[src/hw/pwm_timer_pkg.sv]
// Constants for the dual counter PWM timer
package pwm_timer_pkg;
   localparam int CW = 12;
   localparam int NCH = 4;
   localparam logic [11:0] CNT_TOP = 12'hFFF;
   // Register indices, byte address is four times the index
   localparam logic [5:0] IDX_DUTY0_HI = 6'h17;
   localparam logic [5:0] IDX_DUTY0_LO = 6'h18;
   localparam logic [5:0] IDX_CAP_HI = 6'h1F;
   localparam logic [5:0] IDX_CAP_LO = 6'h20;
   localparam logic [5:0] IDX_CTRL2 = 6'h21;
   localparam logic [5:0] IDX_RLD2_HI = 6'h23;
   localparam logic [5:0] IDX_RLD2_LO = 6'h24;
   localparam logic [5:0] IDX_GAP = 6'h25;
   localparam logic [5:0] IDX_BRK_EN = 6'h26;
   localparam logic [5:0] IDX_STATUS = 6'h27;
   // second_timer_control fields
   localparam int B_FORCE_SECOND_WRAP = 7;
   localparam int B_FORCE_MAIN_WRAP = 6;
   localparam int B_ICS = 5;
   localparam int B_SECOND_WRAP_IRQ_ENABLE = 4;
   localparam int B_SECOND_WRAP_FLAG = 3;
   localparam int B_SEL = 2;
   localparam int B_SECOND_TRANSFER_ENABLE = 1;
   localparam int B_MAIN_TRANSFER_ENABLE = 0;
   // gap_generator_control and break_enable_control fields
   localparam int B_GAP_EN = 7;
   localparam int B_BREAK_ENABLE_SECOND = 1;
   localparam int B_BREAK_ENABLE_FIRST = 0;
   // status register fields
   localparam int B_STAT_CAPF = 12;
   localparam logic [7:0] CTRL2_RST = 8'h03;
   localparam logic [7:0] GAP_RST = 8'h00;
   localparam logic [1:0] BRK_EN_RST = 2'h3;
endpackage

[src/hw/dual_counter_pwm_timer.sv]
// Dual 12-bit counter PWM timer: duty, capture, break enables, counter 2, dead time
`timescale 1ns/10ps
`default_nettype none

module dual_counter_pwm_timer (
   input wire logic pclk,
   input wire logic presetn,
   input wire logic psel,
   input wire logic penable,
   input wire logic pwrite,
   input wire logic [7:0] paddr,
   input wire logic [31:0] pwdata,
   output logic [31:0] prdata,
   output logic pready,
   output logic pslverr,
   input wire logic counter_tick,
   input wire logic [11:0] main_reload,
   input wire logic timer_capture_pin,
   input wire logic lite_capture_pin,
   input wire logic [3:0] pwm_pin_enable,
   input wire logic [3:0] polarity_preload,
   input wire logic break_active,
   input wire logic [3:0] break_pattern,
   output logic [3:0] pwm_out,
   output logic second_wrap_irq,
   output logic capture_flag,
   output logic [11:0] main_counter
);
   localparam int NCH = pwm_timer_pkg::NCH;

   logic [11:0] c1_q;
   logic [11:0] c2_q;
   logic [11:0] rld2_q;
   logic [11:0] cap_q;
   logic [7:0] ctrl2_q;
   logic [7:0] gap_q;
   logic [1:0] brk_en_q;
   logic capf_q;
   logic pin_prev_q;
   logic wrap1_q;
   logic wrap2_q;
   logic irq_q;
   logic ref_prev_q;
   logic [6:0] dt_cnt_q;
   logic [3:0] pwm_q;
   logic [31:0] prdata_q;
   logic pready_q;
   logic pslverr_q;
   logic [NCH-1:0][11:0] duty_pre_q;
   logic [NCH-1:0][11:0] duty_act_q;
   logic [NCH-1:0] pol_act_q;

   // APB decode; one wait state so read data comes from a flop
   wire [5:0] idx = paddr[7:2];
   wire acc_first = psel & penable & ~pready_q;
   wire done = psel & penable & pready_q;
   wire wr = done & pwrite;
   wire rd = done & ~pwrite;
   wire [7:0] wb = pwdata[7:0];
   wire [NCH-1:0] hit_hi;
   wire [NCH-1:0] hit_lo;
   wire hit_cap_hi = idx == pwm_timer_pkg::IDX_CAP_HI;
   wire hit_cap_lo = idx == pwm_timer_pkg::IDX_CAP_LO;
   wire hit_ctrl2 = idx == pwm_timer_pkg::IDX_CTRL2;
   wire hit_rld_hi = idx == pwm_timer_pkg::IDX_RLD2_HI;
   wire hit_rld_lo = idx == pwm_timer_pkg::IDX_RLD2_LO;
   wire hit_gap = idx == pwm_timer_pkg::IDX_GAP;
   wire hit_brk = idx == pwm_timer_pkg::IDX_BRK_EN;
   wire hit_stat = idx == pwm_timer_pkg::IDX_STATUS;
   wire mapped = (|hit_hi) | (|hit_lo) | hit_cap_hi | hit_cap_lo | hit_ctrl2 | hit_rld_hi
      | hit_rld_lo | hit_gap | hit_brk | hit_stat;
   wire wr_ctrl2 = wr & hit_ctrl2;

   // Control bit views
   wire force_second_wrap = ctrl2_q[pwm_timer_pkg::B_FORCE_SECOND_WRAP];
   wire force_main_wrap = ctrl2_q[pwm_timer_pkg::B_FORCE_MAIN_WRAP];
   wire capture_pin_select = ctrl2_q[pwm_timer_pkg::B_ICS];
   wire second_wrap_irq_enable = ctrl2_q[pwm_timer_pkg::B_SECOND_WRAP_IRQ_ENABLE];
   wire second_wrap_flag = ctrl2_q[pwm_timer_pkg::B_SECOND_WRAP_FLAG];
   wire sel2 = ctrl2_q[pwm_timer_pkg::B_SEL];
   wire second_transfer_enable = ctrl2_q[pwm_timer_pkg::B_SECOND_TRANSFER_ENABLE];
   wire main_transfer_enable = ctrl2_q[pwm_timer_pkg::B_MAIN_TRANSFER_ENABLE];
   wire gap_en = gap_q[pwm_timer_pkg::B_GAP_EN];
   wire [6:0] gap_len = gap_q[6:0];

   // Counters
   wire f1_set = wr_ctrl2 & wb[pwm_timer_pkg::B_FORCE_MAIN_WRAP];
   wire f2_set = wr_ctrl2 & wb[pwm_timer_pkg::B_FORCE_SECOND_WRAP];
   wire tick2 = counter_tick & sel2;
   wire wrap1 = counter_tick & (c1_q == pwm_timer_pkg::CNT_TOP);
   wire wrap2 = tick2 & (c2_q == pwm_timer_pkg::CNT_TOP);
   wire xfer1 = wrap1 & main_transfer_enable;
   wire xfer2 = wrap2 & second_transfer_enable;
   wire [11:0] c1_d = f1_set ? pwm_timer_pkg::CNT_TOP :
      wrap1 ? main_reload : c1_q + 12'h001;
   wire [11:0] c2_d = f2_set ? pwm_timer_pkg::CNT_TOP :
      wrap2 ? rld2_q : c2_q + 12'h001;

   // Second control register next value; hardware sets win over clears
   wire force_second_wrap_d = f2_set | (force_second_wrap & ~wrap2_q);
   wire force_main_wrap_d = f1_set | (force_main_wrap & ~wrap1_q);
   wire second_wrap_flag_d = wrap2 | (second_wrap_flag & ~(rd & hit_ctrl2));
   wire second_transfer_enable_d = (wr_ctrl2 & wb[pwm_timer_pkg::B_SECOND_TRANSFER_ENABLE]) | (second_transfer_enable & ~(xfer2 & sel2));
   wire main_transfer_enable_d = (wr_ctrl2 & wb[pwm_timer_pkg::B_MAIN_TRANSFER_ENABLE]) | (main_transfer_enable & ~xfer1);
   wire ics_d = wr_ctrl2 ? wb[pwm_timer_pkg::B_ICS] : capture_pin_select;
   wire second_wrap_irq_enable_d = wr_ctrl2 ? wb[pwm_timer_pkg::B_SECOND_WRAP_IRQ_ENABLE] : second_wrap_irq_enable;
   wire sel2_d = wr_ctrl2 ? wb[pwm_timer_pkg::B_SEL] : sel2;
   wire [7:0] ctrl2_d = {force_second_wrap_d, force_main_wrap_d, ics_d, second_wrap_irq_enable_d, second_wrap_flag_d, sel2_d, second_transfer_enable_d, main_transfer_enable_d};

   // Capture; changing the source select can itself look like an edge
   wire cap_pin = capture_pin_select ? lite_capture_pin : timer_capture_pin;
   wire cap_edge = cap_pin ^ pin_prev_q;
   wire cap_take = cap_edge & ~capf_q;
   wire cap_read = rd & (hit_cap_hi | hit_cap_lo);
   wire capf_d = cap_take | (capf_q & ~cap_read);

   // Per channel duty path
   wire [NCH-1:0] raw;
   wire [NCH-1:0] load;
   logic [31:0] duty_rd;
   genvar ch;
   generate
      for (ch = 0; ch < NCH; ch++)
      begin : g_ch
         wire on_c2 = (ch >= 2) & sel2;
         wire [11:0] cnt = on_c2 ? c2_q : c1_q;
         assign hit_hi[ch] = idx == 6'(pwm_timer_pkg::IDX_DUTY0_HI + 2 * ch);
         assign hit_lo[ch] = idx == 6'(pwm_timer_pkg::IDX_DUTY0_LO + 2 * ch);
         assign load[ch] = on_c2 ? xfer2 : xfer1;
         // Output high from reload until the counter reaches the duty value
         assign raw[ch] = cnt < duty_act_q[ch];
         always_ff @(posedge pclk or negedge presetn)
         begin
            if (!presetn)
            begin
               duty_pre_q[ch] <= 12'h000;
               duty_act_q[ch] <= 12'h000;
               pol_act_q[ch] <= 1'b0;
            end
            else
            begin
               if (wr & hit_hi[ch])
                  duty_pre_q[ch][11:8] <= wb[3:0];
               if (wr & hit_lo[ch])
                  duty_pre_q[ch][7:0] <= wb;
               if (load[ch])
               begin
                  duty_act_q[ch] <= duty_pre_q[ch];
                  pol_act_q[ch] <= polarity_preload[ch];
               end
            end
         end
      end
   endgenerate

   always_comb
   begin
      duty_rd = 32'h0000_0000;
      for (int i = 0; i < NCH; i++)
      begin
         if (hit_hi[i])
            duty_rd = {28'h000_0000, duty_pre_q[i][11:8]};
         if (hit_lo[i])
            duty_rd = {24'h00_0000, duty_pre_q[i][7:0]};
      end
   end

   // Read mux; reserved bits stay zero
   wire [31:0] rd_w = (|hit_hi) | (|hit_lo) ? duty_rd :
      hit_cap_hi ? {28'h000_0000, cap_q[11:8]} :
      hit_cap_lo ? {24'h00_0000, cap_q[7:0]} :
      hit_ctrl2 ? {24'h00_0000, ctrl2_q} :
      hit_rld_hi ? {28'h000_0000, rld2_q[11:8]} :
      hit_rld_lo ? {24'h00_0000, rld2_q[7:0]} :
      hit_gap ? {24'h00_0000, gap_q} :
      hit_brk ? {30'h0000_0000, brk_en_q} :
      hit_stat ? {19'h0_0000, capf_q, c1_q} : 32'h0000_0000;

   // Limitation: the gap is counted in main ticks, so it stretches with the tick rate
   // Dead time: PWM0 reference split into two non-overlapping outputs
   wire ref_chg = raw[0] ^ ref_prev_q;
   wire gap_zero = gap_en & (gap_len == 7'h00);
   wire dt_ok = (dt_cnt_q >= gap_len) & ~ref_chg;
   wire [1:0] gap_out = gap_en ? {~raw[0] & dt_ok, raw[0] & dt_ok} : raw[1:0];
   wire [3:0] shaped = {raw[3:2], gap_out} ^ pol_act_q;

   // Second break enable only matters while PWM2/3 follow the second counter
   // Break routing
   wire brk1 = break_active & brk_en_q[pwm_timer_pkg::B_BREAK_ENABLE_FIRST];
   wire brk2 = break_active & brk_en_q[pwm_timer_pkg::B_BREAK_ENABLE_SECOND];
   wire brk23 = sel2 ? brk2 : brk1;
   wire [3:0] brk_ch = {brk23, brk23, brk1, brk1};
   wire [3:0] zero_ch = {2'b00, gap_zero, gap_zero};
   wire [3:0] lvl_on = (brk_ch & break_pattern) | (~brk_ch & ~zero_ch & shaped);
   wire [3:0] pwm_d = pwm_pin_enable & lvl_on;

   // Main counter; a force write wins over a tick in the same cycle
   always_ff @(posedge pclk or negedge presetn)
   begin
      if (!presetn)
      begin
         c1_q <= 12'h000;
      end
      else
      begin
         if (f1_set | counter_tick)
            c1_q <= c1_d;
      end
   end

   // Second counter; ticks are ignored while deselected, but a force write still loads the top value
   always_ff @(posedge pclk or negedge presetn)
   begin
      if (!presetn)
      begin
         c2_q <= 12'h000;
      end
      else
      begin
         if (f2_set | tick2)
            c2_q <= c2_d;
      end
   end

   // Wrap pulses delayed one clock so force bits drop just after the wrap
   always_ff @(posedge pclk or negedge presetn)
   begin
      if (!presetn)
      begin
         wrap1_q <= 1'b0;
         wrap2_q <= 1'b0;
         ctrl2_q <= pwm_timer_pkg::CTRL2_RST;
      end
      else
      begin
         wrap1_q <= wrap1;
         wrap2_q <= wrap2;
         ctrl2_q <= ctrl2_d;
      end
   end

   // Reload bytes stored at once; no ordering between the two writes
   always_ff @(posedge pclk or negedge presetn)
   begin
      if (!presetn)
      begin
         rld2_q <= 12'h000;
      end
      else
      begin
         if (wr & hit_rld_hi)
            rld2_q[11:8] <= wb[3:0];
         if (wr & hit_rld_lo)
            rld2_q[7:0] <= wb;
      end
   end

   // Break enables (bits 1:0 only) and gap setting (full byte) are plain read/write registers
   always_ff @(posedge pclk or negedge presetn)
   begin
      if (!presetn)
      begin
         gap_q <= pwm_timer_pkg::GAP_RST;
         brk_en_q <= pwm_timer_pkg::BRK_EN_RST;
      end
      else
      begin
         if (wr & hit_gap)
            gap_q <= wb;
         if (wr & hit_brk)
            brk_en_q <= wb[1:0];
      end
   end

   // Capture edge is taken against the last sampled pin level
   always_ff @(posedge pclk or negedge presetn)
   begin
      if (!presetn)
      begin
         cap_q <= 12'h000;
         capf_q <= 1'b0;
         pin_prev_q <= 1'b0;
      end
      else
      begin
         pin_prev_q <= cap_pin;
         capf_q <= capf_d;
         if (cap_take)
            cap_q <= c1_q;
      end
   end

   always_ff @(posedge pclk or negedge presetn)
   begin
      if (!presetn)
      begin
         ref_prev_q <= 1'b0;
         dt_cnt_q <= 7'h00;
      end
      else
      begin
         ref_prev_q <= raw[0];
         // A tick landing on the change edge is the first tick of the gap
         if (ref_chg)
            dt_cnt_q <= {6'h00, counter_tick};
         else if (counter_tick & (dt_cnt_q < gap_len))
            dt_cnt_q <= dt_cnt_q + 7'h01;
      end
   end

   // Pins and interrupt come straight from flops, one clock behind the logic
   always_ff @(posedge pclk or negedge presetn)
   begin
      if (!presetn)
      begin
         pwm_q <= 4'h0;
         irq_q <= 1'b0;
      end
      else
      begin
         pwm_q <= pwm_d;
         irq_q <= second_wrap_flag & second_wrap_irq_enable;
      end
   end

   always_ff @(posedge pclk or negedge presetn)
   begin
      if (!presetn)
      begin
         prdata_q <= 32'h0000_0000;
         pready_q <= 1'b0;
         pslverr_q <= 1'b0;
      end
      else
      begin
         pready_q <= acc_first;
         pslverr_q <= acc_first & ~mapped;
         if (acc_first & ~pwrite)
            prdata_q <= rd_w;
      end
   end

   assign prdata = prdata_q;
   assign pready = pready_q;
   assign pslverr = pslverr_q;
   assign pwm_out = pwm_q;
   assign second_wrap_irq = irq_q;
   assign capture_flag = capf_q;
   assign main_counter = c1_q;
endmodule // dual_counter_pwm_timer

`default_nettype wire

[config.mk]
export PLATFORM = sky130hd
export DESIGN_NAME = dual_counter_pwm_timer
export DESIGN_NICKNAME = d
export VERILOG_FILES = /design/src/hw/pwm_timer_pkg.sv /design/src/hw/dual_counter_pwm_timer.sv
export SDC_FILE = /design/constraint.sdc
export NUM_CORES = 1
export LEC_CHECK = 0
export BUFFER_PORTS_ARGS = -buffer_cell sky130_fd_sc_hd__buf_2
export CAP_MARGIN = 0
export CORE_MARGIN = 10
export CORE_UTILIZATION = 25
export CTS_CLUSTER_DIAMETER = 80
export CTS_CLUSTER_SIZE = 24
export DETAILED_ROUTE_END_ITERATION = 6
export GPL_TIMING_DRIVEN = 0
export PLACE_DENSITY = 0.39
export SLEW_MARGIN = 40
export SYNTH_ARGS = -nofsm -noshare
export SYNTH_HDL_FRONTEND = slang
export SYNTH_SLANG_ARGS = --single-unit
export TNS_END_PERCENT = 30
[constraint.sdc]
create_clock -name pclk -period 4.05 [get_ports pclk]
set_input_delay 0.405 -clock pclk [delete_from_list [all_inputs] [get_ports pclk]]
set_output_delay 0.405 -clock pclk [all_outputs]
set_load 0.05 [all_outputs]
==> impl_metrics.py <==
metrics = {
    "outcome": {
        "status": "finished, final reports clean",
    },
    "pwr": {
        "clock_power_share_pct": 29.1,
        "p_comb_share_pct": 27.3,
        "p_int_mw": 3.55,
        "switching_share_pct": 39.1,
        "vdd_drop_max_mv": 0.296,
        "p_leak_nw": 5.77,
        "p_per_area_nw_per_um2": 466,
        "p_switching_mw": 2.28,
        "power_frac_seq_pct": 43.5,
    },
    "layout": {
        "areaGrowthSynthToFinish_pct": 16.9,
        "drive_gt1_share_pct": 26.1,
        "final_area_um2": 12500,
        "regArea_um2": 4960,
        "finalNetCount": 1291,
        "multi_input_area_um2": 5200,
        "layout_common_cells": "dfrtp_1, nand2_1, mux2_2",
        "diodes": 0,
        "final_common_cell": "dfrtp_1",
        "fillerInstances": 4439,
    },
    "clock_network": {
        "post_cts_buffers": 0,
        "htree_levels": 4,
        "clk_pin_slew_ps": 80,
        "root_buffer": "clkbuf_16",
        "cts.sinks": 198,
        "insertion_delay_ps": 450,
        "cts_tree": "built",
        "cts_made_buffers": 17,
        "cts_buffer_depth": 2,
    },
    "yosys": {
        "yosys_warnings": 0,
        "synthMuxAreaShare_pct": 14.3,
        "yosys.area.top_type": "dfrtp_1",
        "synthTopCellsByArea": "dfrtp_1, mux2_2, ha_1, nand2_1, o21ai_0",
        "ys.flop_type": "dfrtp_1",
        "syn_inst": 1046,
        "syn-mean-instance-area_um2": 10.2,
        "yosys.area_share.simple_pct": 12.4,
        "synth_compound_area_share_pct": 13.9,
        "async_flop_share_pct": 100,
        "synth.top_cell.area_share_pct": 45.3,
        "synth_top_family_by_area": "multiplexers",
        "netlist-cell-type-count": 72,
        "synth_edf_count": 0,
        "synth_adder_area_share_pct": 6.31,
        "synthesis.area_um2": 10700,
        "seq_area_frac_synth_pct": 46.3,
        "ys_ff_latch": 198,
        "synth-xor-area-share_pct": 0.899,
    },
    "worst_setup_path": {
        "required_ps": 4400,
        "r2r-start": "ctrl2_q[2]",
        "rr_endpoint": "pwm_out[3]",
        "reg2reg_slack_ps": 440,
        "start_kind": "flop",
        "endpoint": "pwm_out[3]",
        "rr_worst_depth": 9,
        "worst_setup_path_end_kind": "flop",
        "timing_worst_setup_path_type": "reg -> reg",
        "crit_fanout": 12,
        "cp-startpoint": "ctrl2_q[2]",
        "worstPathArrival_ps": 3960,
    },
    "drt": {
        "vias_per_cell": 4.86,
        "first_pass_iters": 5,
        "avgRoutedWirePerCell_um": 22.1,
        "postRouteAntennaNets": 0,
        "totalWireLength_um": 38000,
        "drcViolationCount": 0,
        "drt_iter0_markers": 604,
        "num_vias": 8336,
    },
    "placement": {
        "hpwl_um": 29300,
        "numPortBuffers": 77,
        "place_area_um2": 11900,
        "gp_congestion": 0.881,
        "dp_slack_ps": -91.8,
    },
    "job": {
        "cap_violations": 0,
    },
    "timing": {
        "fmax_ghz": 0.277,
        "fin_crit_sh_pct": 89.2,
        "setup_tns_ps": 0,
        "finalCriticalPeriod_ps": 3610,
        "finalSetupViolCount": 0,
        "worstMarginPinSlew_ps": 946,
        "hold_viol": 0,
        "skew_ps": 12.0,
        "layout_setup_ws_ps": 439,
        "final_max_slew_viol_count": 0,
        "rsz0062_at_grt": "false",
        "slew_headroom_pct": 36.7,
    },
    "grt": {
        "grt_max_degree": 68,
        "grt_pass1_vias": 8404,
        "overflow": 0,
        "antenna_found_initial": 2,
        "grtUsageTotal_pct": 15.1,
        "grt_pass1_wl_um": 56700,
    },
    "floorplanning": {
        "dieArea_um2": 51500,
        "coreArea_um2": 42100,
        "core.rowCount": 75,
        "pin_count": 125,
        "fp.dieH_um": 227,
        "die_x_um": 227,
        "start_util_pct": 25.4,
    },
    "min_path": {
        "min_from": "pwm_pin_enable[3]",
        "holdCritPathClass": "in -> reg",
    },
}
cell type report:
type / instances / area share [%]
repair buffers: 82 / 3.93
flip-flops and latches: 198 / 39.6
clock buffers: 20 / 3.65
clock inverters: 12 / 0.899
inverters: 65 / 1.99
multi-input cells: 737 / 41.5
plain buffers: 63 / 3.00
well taps: 539 / 5.39
cells in the mapped netlist (all sizes together) (8+ instances only):
| master | instances |
|---|---|
| dfrtp | 194 |
| nand2 | 128 |
| mux2 | 119 |
| o21ai | 91 |
| a21oi | 64 |
| inv | 64 |
| ha | 54 |
| nor2 | 54 |
| buf | 39 |
| nand3 | 26 |
| clkbuf | 25 |
| nand4 | 16 |
| a31oi | 14 |
| mux2i | 12 |
| nand2b | 11 |
| nor3 | 11 |
| a22oi | 9 |
| and2 | 8 |
critical path: stages, from the launching register on:
cell	delay (ps)
dfrtp_2	610
clkbuf_1	470
o21ai_0	340
ha_1	370
a21o_1	180
a2111oi_0	360
o21ai_0	170
a221oi_1	560
xnor2_1	160
a211oi_1	280
routing by layer:
metal / routed length, um / vias to the layer above / global-route usage (%) / share of wire [%]
li1: - / 3921 / - / -
met1: 18200 / 4191 / 20.9 / 48
met3: 2060 / 20 / 3.38 / 5.4
met4: 360 / 4 / 2.92 / 0.95
met2: 17400 / 200 / 23.6 / 46
met5: 21 / - / 0 / 0.055
logic make-up after synthesis:
kind of cell    Yosys count
flops                   198
fa+ha+maj                54
buf+inv                 129
simple gates            283
xor+xnor                 11
compound gates          236
mux                     134
other cells               1
flip-flops by register name, summed over array words and instances (netlist names), 4 cells and up:
signal and flops:
rld2_q 12, dt_cnt_q 7, prdata 13, ctrl2_q 8
pwm_out 4, gap_q 8, pol_act_q 4, main_counter 12
c2_q 12, duty_pre_q 48, duty_act_q 48, cap_q 12
worst min path at each step:
stage | endpoint | slack [ps] | cells past startpoint
global route | pol_act_q[1] | 170 | 2
global placement | ctrl2_q[7] | 410 | 1
finish | pwm_out[3] | 170 | 3
CTS | pwm_out[3] | 150 | 3
detailed placement | duty_act_q[1] | 300 | 1
floorplan | c2_q[0] | 110 | 0
metrics by stage:
| step | std cells | hold slack, ps | utilization (%) | total power [mW] |
|---|---|---|---|---|
| 6_report | 1716 | 172 | 29.7 | 5.83 |
| 5_1_grt | 1716 | 172 | 29.7 | 6.19 |
| 4_1_cts | 1716 | 150 | 29.7 | 5.91 |
| 3_5_place_dp | 1684 | 298 | 28.3 | 4.18 |
| 3_3_place_gp | 1680 | 409 | 28.1 | 4.16 |
| 2_1_floorplan | 1064 | 109 | - | 3.47 |
power groups by stage:
| stage | logic, mW | registers, mW | clock network [mW] |
|---|---|---|---|
| floorplan | 0.842 | 2.63 | 0 |
| global placement | 1.58 | 2.58 | 0 |
| detailed placement | 1.60 | 2.58 | 0 |
| CTS | 1.61 | 2.54 | 1.75 |
| global route | 1.78 | 2.57 | 1.84 |
| finish | 1.59 | 2.54 | 1.70 |
what timing repair did:
action,in CTS,in global routing
endpoints found under the setup margin,1,1
pin swaps,0,0
hold endpoints to repair,30,0
hold buffers,1,0
gates cloned,0,0
resized for setup,0,1
(Power assumes the default switching activity.)
